`src/hdl/tus_pkg.sv`:
```
package tus_pkg;
	// apb register map of the controller (byte addresses)
	localparam logic [7:0] REG_CTRL   = 8'h00;
	localparam logic [7:0] REG_STATUS = 8'h04;
	localparam logic [7:0] REG_SENSE  = 8'h08;
	localparam logic [7:0] REG_WDATA  = 8'h0c;
	localparam logic [7:0] REG_RDATA  = 8'h10;
	localparam logic [7:0] REG_CONFIG = 8'h14;
	// control register fields
	localparam int CTRL_GO_BIT     = 0;
	localparam int CTRL_OP_LSB     = 1;
	localparam int CTRL_LAST_BIT   = 3;
	localparam int CTRL_SEVEN_BIT  = 4;
	// status register fields
	localparam int ST_BUSY_BIT     = 0;
	localparam int ST_DONE_BIT     = 1;
	localparam int ST_REJECT_BIT   = 2;
	localparam int ST_TACH_BIT     = 3;
	localparam int ST_WNEED_BIT    = 4;
	localparam int ST_RVALID_BIT   = 5;
	localparam int ST_FWDREQ_BIT   = 6;
	localparam int ST_PERMIT_BIT   = 7;
	// outbound bus bits used as orders to the unit
	localparam int OB_SENSE0_BIT   = 7;
	localparam int OB_SENSE1_BIT   = 6;
	localparam int OB_RESET_BIT    = 6;
	localparam int OB_WRITE_BIT    = 4;
	localparam int OB_RDFWD_BIT    = 2;
	localparam int OB_RDBWD_BIT    = 3;
	// sense byte 0 bit that reports the write-permit ring
	localparam int SENSE_PERMIT_BIT = 5;
	// gap counts at which the unit signals gap reached
	localparam int GAP_COUNT_9TRK  = 40;
	localparam int GAP_COUNT_7TRK  = 56;
	// timing
	localparam int CLK_PERIOD_NS      = 4;
	localparam int BACKWARD_IDLE_MS   = 12;
	localparam int BACKWARD_IDLE_CYC  = BACKWARD_IDLE_MS * 1000000 / CLK_PERIOD_NS;
	localparam int TACH_TIMEOUT_CYC   = 4096;
	localparam int SPEED_MAX_INTERVAL = 64;
	localparam int SPEED_GOOD_PULSES  = 4;
	localparam int FWD_NUDGE_PULSES   = 2;
	// operation codes
	typedef enum logic [1:0] {
		tus_op_write  = 2'b00,
		tus_op_rdfwd  = 2'b01,
		tus_op_rdbwd  = 2'b10
	} tus_op_type;
	typedef enum logic [3:0] {
		tus_idle     = 4'b0000,
		tus_sense0   = 4'b0001,
		tus_sense1   = 4'b0010,
		tus_reset    = 4'b0011,
		tus_command  = 4'b0100,
		tus_echo     = 4'b0101,
		tus_nudge    = 4'b0110,
		tus_move     = 4'b0111,
		tus_data     = 4'b1000,
		tus_gap      = 4'b1001,
		tus_esense0  = 4'b1010,
		tus_esense1  = 4'b1011
	} tus_state_type;
endpackage

```
`src/hdl/tus_pulse_timer.sv`:
```
`timescale 1ns/1ns
// measures the gap between tachometer pulses and flags steady speed
module tus_pulse_timer #(
	parameter int MAX_INTERVAL = tus_pkg::SPEED_MAX_INTERVAL,
	parameter int GOOD_PULSES  = tus_pkg::SPEED_GOOD_PULSES
) (
	input  wire logic pclk,
	input  wire logic presetn,
	input  wire logic enable,
	input  wire logic tach_edge,
	output logic      speed_ok
);
	logic [15:0] interval;
	logic [7:0]  good;

	// interval counter restarts at each pulse; count runs of short intervals
	always_ff @(posedge pclk or negedge presetn) begin
		if (!presetn) begin
			interval <= 16'h0000;
			good     <= 8'h00;
			speed_ok <= 1'b0;
		end else if (!enable) begin
			interval <= 16'h0000;
			good     <= 8'h00;
			speed_ok <= 1'b0;
		end else if (tach_edge) begin
			interval <= 16'h0000;
			if (interval <= 16'(MAX_INTERVAL)) begin
				if (good >= 8'(GOOD_PULSES - 1))
					speed_ok <= 1'b1;
				else
					good <= good + 8'h01;
			end else begin
				good     <= 8'h00;
				speed_ok <= 1'b0;
			end
		end else if (interval != 16'hffff) begin
			interval <= interval + 16'h0001;
		end
	end
endmodule

```
`src/hdl/tus_host.sv`:
```
`timescale 1ns/1ns
module tus_host #(
	parameter int IDLE_CYCLES = tus_pkg::BACKWARD_IDLE_CYC,
	parameter int TACH_WAIT   = tus_pkg::TACH_TIMEOUT_CYC
) (
	input  wire logic        pclk,
	input  wire logic        presetn,
	input  wire logic        psel,
	input  wire logic        penable,
	input  wire logic        pwrite,
	input  wire logic [7:0]  paddr,
	input  wire logic [31:0] pwdata,
	output logic [31:0]      prdata,
	output logic             pready,
	output logic             pslverr,
	output logic [7:0]       unit_bus_outbound,
	output logic             command_tag,
	output logic             move_tag,
	output logic             data_strobe,
	input  wire logic [7:0]  unit_bus_inbound,
	input  wire logic        inbound_valid,
	input  wire logic        tach_busy,
	input  wire logic        gap_reached
);
	tus_pkg::tus_state_type state;
	tus_pkg::tus_op_type    op;
	logic        seven_track;
	logic        last_byte;
	logic        busy;
	logic        done;
	logic        reject;
	logic        tach_fault;
	logic        permit;
	logic [7:0]  sense0;
	logic [7:0]  sense1;
	logic [7:0]  wdata;
	logic        wfull;
	logic [7:0]  rdata;
	logic        rvalid;
	logic        fwd_req;
	logic        tach_q;
	logic        gap_q;
	logic        valid_q;
	logic [7:0]  inbound_q;
	logic        tach_edge;
	logic        speed_ok;
	logic [31:0] idle_count;
	logic [31:0] tach_count;
	logic [3:0]  nudge_count;
	logic        start;
	logic        wr_access;
	logic        rd_access;

	// command byte decoding used by the sequencer to drive and to check the echo
	function automatic logic [7:0] command_byte(input tus_pkg::tus_op_type code);
		logic [7:0] cmd;
		cmd = 8'h00;
		unique case (code)
			tus_pkg::tus_op_write: cmd[tus_pkg::OB_WRITE_BIT] = 1'b1;
			tus_pkg::tus_op_rdfwd: cmd[tus_pkg::OB_RDFWD_BIT] = 1'b1;
			default:               cmd[tus_pkg::OB_RDBWD_BIT] = 1'b1;
		endcase
		return cmd;
	endfunction

	assign wr_access = psel && penable && pwrite;
	assign rd_access = psel && !penable && !pwrite;
	assign start     = wr_access && paddr == tus_pkg::REG_CTRL && pwdata[tus_pkg::CTRL_GO_BIT] && !busy;
	assign tach_edge = tach_busy && !tach_q;

	// inputs are synchronous; one register stage gives clean edges
	always_ff @(posedge pclk or negedge presetn) begin
		if (!presetn) begin
			tach_q    <= 1'b0;
			gap_q     <= 1'b0;
			valid_q   <= 1'b0;
			inbound_q <= 8'h00;
		end else begin
			tach_q    <= tach_busy;
			gap_q     <= gap_reached;
			valid_q   <= inbound_valid;
			inbound_q <= unit_bus_inbound;
		end
	end

	tus_pulse_timer #(
		.MAX_INTERVAL(tus_pkg::SPEED_MAX_INTERVAL),
		.GOOD_PULSES (tus_pkg::SPEED_GOOD_PULSES)
	) u_timer (
		.pclk     (pclk),
		.presetn  (presetn),
		.enable   (move_tag),
		.tach_edge(tach_edge),
		.speed_ok (speed_ok)
	);

	// apb slave answers in one access cycle; unmapped addresses raise pslverr
	always_ff @(posedge pclk or negedge presetn) begin
		if (!presetn) begin
			pready  <= 1'b0;
			pslverr <= 1'b0;
			prdata  <= 32'h0000_0000;
		end else begin
			pready  <= psel && !penable;
			pslverr <= psel && !penable && !(paddr inside {tus_pkg::REG_CTRL, tus_pkg::REG_STATUS,
				tus_pkg::REG_SENSE, tus_pkg::REG_WDATA, tus_pkg::REG_RDATA, tus_pkg::REG_CONFIG});
			if (rd_access) begin
				unique case (paddr)
					tus_pkg::REG_CTRL:   prdata <= {27'h0, seven_track, last_byte, op, busy};
					tus_pkg::REG_STATUS: prdata <= {24'h0, permit, fwd_req, rvalid, !wfull && state == tus_pkg::tus_data,
						tach_fault, reject, done, busy};
					tus_pkg::REG_SENSE:  prdata <= {16'h0, sense1, sense0};
					tus_pkg::REG_RDATA:  prdata <= {24'h0, rdata};
					tus_pkg::REG_CONFIG: prdata <= 32'(IDLE_CYCLES);
					default:             prdata <= 32'h0000_0000;
				endcase
			end
		end
	end

	// configuration latched at start
	always_ff @(posedge pclk or negedge presetn) begin
		if (!presetn) begin
			op          <= tus_pkg::tus_op_write;
			seven_track <= 1'b0;
			last_byte   <= 1'b0;
		end else if (start) begin
			op          <= tus_pkg::tus_op_type'(pwdata[tus_pkg::CTRL_OP_LSB +: 2]);
			seven_track <= pwdata[tus_pkg::CTRL_SEVEN_BIT];
			last_byte   <= 1'b0;
		end else if (wr_access && paddr == tus_pkg::REG_CTRL && pwdata[tus_pkg::CTRL_LAST_BIT]) begin
			last_byte <= 1'b1; // software marks end of data
		end
	end

	// write data holding register; set by software wins over clear by the link
	always_ff @(posedge pclk or negedge presetn) begin
		if (!presetn) begin
			wdata <= 8'h00;
			wfull <= 1'b0;
		end else if (wr_access && paddr == tus_pkg::REG_WDATA) begin
			wdata <= pwdata[7:0];
			wfull <= 1'b1;
		end else if (data_strobe) begin
			wfull <= 1'b0;
		end
	end

	// read data capture; a new byte wins over a software read clearing it
	always_ff @(posedge pclk or negedge presetn) begin
		if (!presetn) begin
			rdata  <= 8'h00;
			rvalid <= 1'b0;
		end else if (state == tus_pkg::tus_data && op != tus_pkg::tus_op_write && valid_q) begin
			rdata  <= inbound_q;
			rvalid <= 1'b1;
		end else if (rd_access && paddr == tus_pkg::REG_RDATA) begin
			rvalid <= 1'b0;
		end
	end

	// idle time since the last operation, for the backward start check
	always_ff @(posedge pclk or negedge presetn) begin
		if (!presetn) begin
			idle_count <= 32'h0000_0000;
		end else if (move_tag) begin
			idle_count <= 32'h0000_0000;
		end else if (idle_count <= 32'(IDLE_CYCLES)) begin
			idle_count <= idle_count + 32'h0000_0001;
		end
	end

	// tach supervision: no pulse within the wait after move sets the fault
	always_ff @(posedge pclk or negedge presetn) begin
		if (!presetn) begin
			tach_count <= 32'h0000_0000;
		end else if (!move_tag || tach_edge) begin
			tach_count <= 32'h0000_0000;
		end else if (tach_count != 32'hffff_ffff) begin
			tach_count <= tach_count + 32'h0000_0001;
		end
	end

	// sequencer: sense, reset, command, echo, move, data, gap, ending sense
	always_ff @(posedge pclk or negedge presetn) begin
		if (!presetn) begin
			state             <= tus_pkg::tus_idle;
			unit_bus_outbound <= 8'h00;
			command_tag       <= 1'b0;
			move_tag          <= 1'b0;
			data_strobe       <= 1'b0;
			busy              <= 1'b0;
			done              <= 1'b0;
			reject            <= 1'b0;
			tach_fault        <= 1'b0;
			permit            <= 1'b0;
			sense0            <= 8'h00;
			sense1            <= 8'h00;
			fwd_req           <= 1'b0;
			nudge_count       <= 4'h0;
		end else begin
			data_strobe <= 1'b0;
			unique case (state)
				tus_pkg::tus_idle: begin
					if (start) begin
						busy                                      <= 1'b1;
						done                                      <= 1'b0;
						reject                                    <= 1'b0;
						tach_fault                                <= 1'b0;
						fwd_req                                   <= 1'b0;
						command_tag                               <= 1'b0;
						move_tag                                  <= 1'b0;
						unit_bus_outbound                         <= 8'h00;
						unit_bus_outbound[tus_pkg::OB_SENSE0_BIT] <= 1'b1;
						state                                     <= tus_pkg::tus_sense0;
					end
				end
				tus_pkg::tus_sense0, tus_pkg::tus_esense0: begin
					if (valid_q) begin
						sense0                                    <= inbound_q;
						permit                                    <= inbound_q[tus_pkg::SENSE_PERMIT_BIT];
						unit_bus_outbound                         <= 8'h00;
						unit_bus_outbound[tus_pkg::OB_SENSE1_BIT] <= 1'b1;
						state <= (state == tus_pkg::tus_sense0) ? tus_pkg::tus_sense1 : tus_pkg::tus_esense1;
					end
				end
				tus_pkg::tus_sense1: begin
					if (valid_q) begin
						sense1      <= inbound_q;
						command_tag <= 1'b1;
						state       <= tus_pkg::tus_reset;
					end
				end
				tus_pkg::tus_reset: begin
					// one cycle of command tag with bit 6 clears the error latches
					if (op == tus_pkg::tus_op_write && !permit) begin
						command_tag       <= 1'b0;
						unit_bus_outbound <= 8'h00;
						reject            <= 1'b1;
						busy              <= 1'b0;
						done              <= 1'b1;
						state             <= tus_pkg::tus_idle;
					end else begin
						unit_bus_outbound <= command_byte(op);
						state             <= tus_pkg::tus_command;
					end
				end
				tus_pkg::tus_command: begin
					state <= tus_pkg::tus_echo;
				end
				tus_pkg::tus_echo: begin
					if (valid_q) begin
						if (inbound_q != command_byte(op)) begin
							reject            <= 1'b1;
							command_tag       <= 1'b0;
							unit_bus_outbound <= 8'h00;
							busy              <= 1'b0;
							done              <= 1'b1;
							state             <= tus_pkg::tus_idle;
						end else begin
							move_tag <= 1'b1;
							if (op == tus_pkg::tus_op_rdbwd && idle_count > 32'(IDLE_CYCLES)) begin
								fwd_req     <= 1'b1;
								nudge_count <= 4'h0;
								state       <= tus_pkg::tus_nudge;
							end else begin
								state <= tus_pkg::tus_move;
							end
						end
					end
				end
				tus_pkg::tus_nudge: begin
					// brief forward motion before a backward start
					if (tach_edge)
						nudge_count <= nudge_count + 4'h1;
					if (nudge_count >= 4'(tus_pkg::FWD_NUDGE_PULSES)) begin
						fwd_req <= 1'b0;
						state   <= tus_pkg::tus_move;
					end else if (tach_count >= 32'(TACH_WAIT)) begin
						tach_fault <= 1'b1;
						move_tag   <= 1'b0;
						state      <= tus_pkg::tus_gap;
					end
				end
				tus_pkg::tus_move: begin
					if (tach_count >= 32'(TACH_WAIT)) begin
						tach_fault <= 1'b1;
						move_tag   <= 1'b0;
						state      <= tus_pkg::tus_gap;
					end else if (speed_ok || op != tus_pkg::tus_op_write) begin
						state <= tus_pkg::tus_data;
					end
				end
				tus_pkg::tus_data: begin
					if (tach_count >= 32'(TACH_WAIT)) begin
						tach_fault <= 1'b1;
						move_tag   <= 1'b0;
						state      <= tus_pkg::tus_gap;
					end else if (op == tus_pkg::tus_op_write && wfull && speed_ok && !data_strobe) begin
						unit_bus_outbound <= wdata;
						data_strobe       <= 1'b1;
					end else if (last_byte && !wfull && !data_strobe) begin
						move_tag <= 1'b0;
						state    <= tus_pkg::tus_gap;
					end
				end
				tus_pkg::tus_gap: begin
					// command tag stays up until the unit reports the gap count
					if (gap_q) begin
						command_tag                               <= 1'b0;
						unit_bus_outbound                         <= 8'h00;
						unit_bus_outbound[tus_pkg::OB_SENSE0_BIT] <= 1'b1;
						state                                     <= tus_pkg::tus_esense0;
					end
				end
				tus_pkg::tus_esense1: begin
					if (valid_q) begin
						sense1            <= inbound_q;
						unit_bus_outbound <= 8'h00;
						busy              <= 1'b0;
						done              <= 1'b1;
						state             <= tus_pkg::tus_idle;
					end
				end
				default: state <= tus_pkg::tus_idle;
			endcase
		end
	end
endmodule

```
`config.mk`:
```
export PLATFORM = sky130hd
export DESIGN_NAME = tus_host
export DESIGN_NICKNAME = d
export VERILOG_FILES = /design/src/hdl/tus_pkg.sv /design/src/hdl/tus_pulse_timer.sv /design/src/hdl/tus_host.sv
export SDC_FILE = /design/constraint.sdc
export NUM_CORES = 1
export LEC_CHECK = 0
export BUFFER_PORTS_ARGS = -buffer_cell sky130_fd_sc_hd__buf_2
export CORE_MARGIN = 5
export CORE_UTILIZATION = 55
export DETAILED_ROUTE_END_ITERATION = 7
export PLACE_DENSITY = 0.76
export SYNTH_ARGS = -nofsm -noshare
export SYNTH_HDL_FRONTEND = slang
export SYNTH_SLANG_ARGS = --single-unit
```
`constraint.sdc`:
```
create_clock -name pclk -period 3.2 [get_ports pclk]
set_clock_uncertainty 0.1 [all_clocks]
set_input_delay 0.16 -clock pclk [delete_from_list [all_inputs] [get_ports pclk]]
set_output_delay 0.16 -clock pclk [all_outputs]
set_load 0.05 [all_outputs]
```
# After elaboration in Yosys (flattened, before gate mapping)
# Index checks and enable logic that the tools add are counted.
[op_classes] order_cmp=6 n_bitwise=0 add_sub_neg=5 n_mux=98 reduce_logical=68 div_mod_pow=0 eq_ne=44 shifts=0 n_mul=0
[op_table] cell="32-bit two-way mux" count=4
[op_table] cell="22-bit case mux with 5 select lines" count=1
[op_table] cell="8-bit two-way mux" count=12
[op_table] cell="4-bit two-way mux" count=18
[op_table] cell="32-bit by 1-bit adder with 32-bit output (second input constant)" count=2
[op_table] cell="8-bit case mux with 7 select lines" count=1
[op_table] cell="16-bit two-way mux" count=3
[op_table] cell="1-bit two-way mux" count=47
[op_table] cell="4-bit case mux with 11 select lines" count=1
[op_table] cell="32-bit by 13-bit >= comparator with 1-bit output (second input constant)" count=1
[op_table] cell="32-bit by 22-bit greater-than comparator with 1-bit output (second input constant)" count=1
[op_table] cell="32-bit by 22-bit <= comparator with 1-bit output (second input constant)" count=1
[op_table] cell="32-bit inequality test (second input constant)" count=1
[op_table] cell="2-bit inequality test (second input constant)" count=14
[op_table] cell="1-bit logical AND" count=22
[op_table] cell="16-bit by 1-bit adder with 16-bit output (second input constant)" count=1
[op_table] cell="4-bit by 3-bit == test with 1-bit output (second input constant)" count=4
[op_table] cell="4-bit == test (second input constant)" count=4
[op_table] cell="8-bit by 4-bit == test with 1-bit output (second input constant)" count=2
[op_table] cell="8-bit by 5-bit == test with 1-bit output (second input constant)" count=2
[op_table] cell="16-bit by 7-bit <= comparator with 1-bit output (second input constant)" count=1
[op_table] cell="16-bit inequality test (second input constant)" count=1
[op_table] cell="3-bit inequality test (second input constant)" count=5
[op_table] cell="7-bit AND reduction" count=2
[op_table] cell="36 further kinds" count=70
[totals] n_memories=0 latchBits=0 output_inout_bits=45 elab_cells=254 regBits=197 ram_bits=0 inputBits=56 mem_bits_ro=0

# Depth between registers and ports, before layout
[depth] depth_word=9 ltp_mapped=9 mapped_depth_nobuf=8

# By module
# Synthesis repeated with hierarchy kept, for this count alone.
[unflattened] cells_unflattened=919 hier_area_um2=9143.8
[modules_own_cells] mod="tus_host" area_each_um2=7817.5 seq_area_each_um2=3903.7 cells_per_inst=786 n_inst=1
[modules_own_cells] mod="tus_pulse_timer" area_each_um2=1326.3 seq_area_each_um2=625.6 cells_per_inst=133 n_inst=1

# Least setup slack after synthesis
# OpenSTA, ideal clock, no wires.
[synth_timing] path_kind="register -> register" startpoint="reg idle_count[26]" endpoint="reg idle_count[18]" stages_incl_launch_ff=7 required_ns=2.972 arrival_time_ns=2.033 period_less_slack_ns=2.261 n_path_buf=1 setup_time_ns=0.128 path_slack_ns=0.939 cell_sequence="dfrtp_1 > or4_4 > nor4_4 > o21ai_2 > buf_6 > nor4_2 > mux2_1"
[synth_via] elab_chain_cells=2
[synth_lines] item="start, declared" line_no="tus_host.sv:47" source="logic [31:0] idle_count;"
[synth_lines] item="start signal, assigned" line_no="tus_host.sv:169" source="idle_count <= idle_count + 32'h0000_0001;"
[synth_lines] item="32-bit by 22-bit <= comparator with 1-bit output" line_no="tus_host.sv:168" source="end else if (idle_count <= 32'(IDLE_CYCLES)) begin"
[synth_lines] item="2-bit nonzero test (no source line)"
# Every way passes these cells.
# A chain may end at the register's enable or synchronous reset.

# Final worst setup path
[layout_timing] startpoint="reg idle_count[0]" endpoint="reg nudge_count[1]"
[layout_via] elab_chain_cells=4
[layout_lines] item="32-bit by 22-bit greater-than comparator with 1-bit output" line_no="tus_host.sv:262" source="if (op == tus_pkg::tus_op_rdbwd && idle_count > 32'(IDLE_CYCLES)) begin"
[layout_lines] item="1-bit logical AND" line_no="tus_host.sv:262"
[layout_lines] item="2-bit inequality test (no source line)"
[layout_lines] item="5-bit AND reduction (no source line)"
[layout_lines] item="end signal, assigned" line_no="tus_host.sv:275" source="nudge_count <= nudge_count + 4'h1;"
[layout_lines] item="end, declared" line_no="tus_host.sv:49" source="logic [3:0] nudge_count;"
# Every way passes these cells.

==> impl_results.md <==
- Outcome: finished, final reports clean
- DR WL/cell: about 16 um
- Initial core utilization: 0.559
- Htree depth: 4
- Dpl cell area: 0.00937 mm2
- Total gr overflow: 0
- Finished Layout Cells: between 1000 and 1500
- DRC Markers: 0
- DR pass1 iterations: 7
- Via count: 6838
- Netlist cell types: 71
- Setup crit end kind: register
- Gpl congestion: 0.864
- Hold endpoint: rvalid
- Final #Nets: 1020
- Unrepaired setup endpoints after global routing: no
- Area Growth Syn to Fin: 14.7%
- # resized after CTS: 0
- Seq/Total Area, Yosys: 0.510
- F_max: 367 MHz
- Post-synth EDFFs: 0
- Design area: 0.0102 mm2
- Final setup fails: 0
- Global-route total usage across every layer: 0.216
- Flop-to-flop setup slack: 0.47 ns
- # diodes: 0
- Hold path cells: 4
- Die span in x: roughly 140 um
- Vias per cell: 5.78
- FF+latch count, synth: 181
- Total core area: 0.0159 mm2
- Crit path DAT: 2.95 ns
- Worst Path Required: roughly 3.4 ns
- # rows: 46
- PwrDens: 617 mW/mm2
- Hold wc startpoint: paddr[3]
- Hpwl dp: 12.8 mm
- First-pass GRT wire length: 32.5 mm
- Total CTS buffers: 17
- Startpoint types: register
- CP max FO: 23
- R2r worst-path depth: 7
- Post-CTS Setup Bufs: 0
- Reg-to-Reg End: nudge_count[1]
- Max-cap violations: 0
- Clock Sinks: 181
- Vias in the first global route: 6627
- IO buf count: 64
- Gate Count Post-Synth: 875
- Asr flop ratio synth: 1.00
- Root Buffer Master: clkbuf_16
- Setup_tns: 0 ns
- Clock Latency Late Sink: 0.44 ns
- Largest net degree at the start of global routing: 80
- Syn avg cell area: 10.2 um2
- Max clock buf depth: 2
- I/O Pins: 101
- Synth Warn #: 0
- WL final: 19.3 mm
- Relative slew margins: 0.366
- Reg-to-Reg Start: idle_count[0]
- Layout cell share with drive strength beyond 1: 0.181
- Final hold vios: 0
- Die ar.: 0.0188 mm2
- Initial antenna violation count: 0
- Post-route ant nets: 0
- Starting DRT DRC Count: 614
- Synth Flop Type: dfrtp_1
- Hold WC Path Type: input pin to register
- CTS tree: built
- Worst-path clk slew: 0.07 ns
- Critical path type: register to register
- Leak: 0.00452 uW
- Post-layout min period: around 2.7 ns
- Measured slew at the worst slew-check pin: 0.951 ns
- VDD IR max: 0.530 mV
- Pins Over Slew Limit: 0
- Placed Instances: 1128
- Mapped Area: 0.00888 mm2
- Post-route clock period utilization: 0.852
- Die height: 137 um
==> how the worst max path moves through the flow <==
stage	from	end	slack [ns]	cells past startpoint
after floorplan	idle_count[26]	idle_count[18]	0.94	6
after global placement	idle_count[0]	nudge_count[0]	0.52	7
after detailed placement	idle_count[0]	nudge_count[1]	0.51	7
after CTS	idle_count[0]	nudge_count[1]	0.46	7
after global routing	idle_count[14]	nudge_count[1]	0.18	6
final	idle_count[0]	nudge_count[1]	0.47	7
==> what timing repair did <==
action,in CTS,in global routing
hold buffers,24,0
hold endpoints to repair,101,0
endpoints found under the setup margin,0,0
==> per-stage QoR <==
| step | power, uW | utilization | hold WS (ns) | setup slack (ns) |
|---|---|---|---|---|
| CTS | 6320 | 0.642 | 0.114 | 0.457 |
| floorplan | 3840 | - | -0.236 | 0.939 |
| global placement | 4140 | 0.590 | 0.164 | 0.521 |
| global route | 6600 | 0.642 | 0.144 | 0.176 |
| finish | 6290 | 0.642 | 0.131 | 0.474 |
| detailed placement | 4190 | 0.590 | 0.151 | 0.513 |
==> layer usage <==
metal / vias to the layer above / routed length, um / track usage
met3: 27 / 945 / 0.0471
met4: 0 / 259 / 0.0604
met2: 175 / 9200 / 0.334
li1: 3266 / - / -
met5: - / 0 / 0
met1: 3370 / 8880 / 0.310
==> cells in the mapped netlist, types with 19 or more instances <==
cell | n | area share
dfrtp_1 | 181 | 0.51
nor2_1 | 87 | 0.037
nand2_1 | 62 | 0.026
o21ai_0 | 45 | 0.025
mux2_2 | 43 | 0.054
a21oi_1 | 37 | 0.021
nand3_1 | 32 | 0.018
clkbuf_1 | 28 | 0.012
inv_1 | 26 | 0.011
nor2b_1 | 26 | 0.018
xor2_1 | 24 | 0.024
nor3_1 | 22 | 0.012
nand4_1 | 19 | 0.013
==> cells by family (layout without fill, tap and decap cells) <==
| family | Yosys count | in the layout | synth area share |
|---|---|---|---|
| adder cells (fa/ha/maj) | 9 | 9 | 0.0127 |
| AND/OR/NAND/NOR | 364 | 364 | 0.222 |
| multiplexers | 51 | 51 | 0.0638 |
| flip-flops | 181 | 181 | 0.510 |
| AO/OA/AOI/OAI | 147 | 147 | 0.107 |
| XOR/XNOR | 42 | 42 | 0.0414 |
| other | 1 | 12 | 0.000422 |
| buffers and inverters | 80 | 162 | 0.0428 |
==> flip-flops by register name, indices dropped and copies added (netlist names), 2 cells and up <==
signal	cells
u_timer.good	8
sense0	8
state	4
unit_bus_outbound	8
prdata	17
op	2
inbound_q	8
u_timer.interval	16
rdata	8
tach_count	32
wdata	8
idle_count	32
sense1	8
nudge_count	4
==> cell type report <==
type,instances,area (um2)
clock buffers,19,433
clock inverters,13,149
fillers,1287,5690
inverters,26,97.6
multi-input cells,625,4020
flip-flops and latches,181,4530
well taps,216,270
repair buffers,104,699
==> power by group <==
part           leakage, uW  switching, uW  total, uW  internal [uW]
sequential         0.00241            262       2830           2570
clock             0.000287            930       2100           1170
combinational      0.00182            756       1360            606
total              0.00452           1950       6290           4340
==> worst max-delay path, cell delays in order, from the launching register on <==
cell	delay [ns]
dfrtp_1	0.39
inv_1	0.08
ha_1	0.19
nor4b_1	0.13
and4_1	0.23
o21ai_2	0.77
nand4_1	0.38
a31o_2	0.33
==> placed cells by master, fill, tap and decap left out, drive strengths merged, types with 6 or more instances in the layout <==
cell / n
dfrtp: 181
nor2: 87
buf: 80
nand2: 62
o21ai: 46
mux2: 45
a21oi: 38
nand3: 33
inv: 31
nor2b: 26
xor2: 24
dlygate4sd3: 24
nor3: 23
nor4: 22
nand4: 19
clkbuf: 19
and3: 18
xnor2: 18
conb: 12
and4: 11
or3: 11
or4: 11
and2: 9
ha: 9
nand2b: 7
o31ai: 7
a31oi: 7
a222oi: 7
nor3b: 7
mux2i: 6
a21boi: 6
or2: 6
clkinv: 6
No activity file was read; power rests on OpenSTA's default activity.
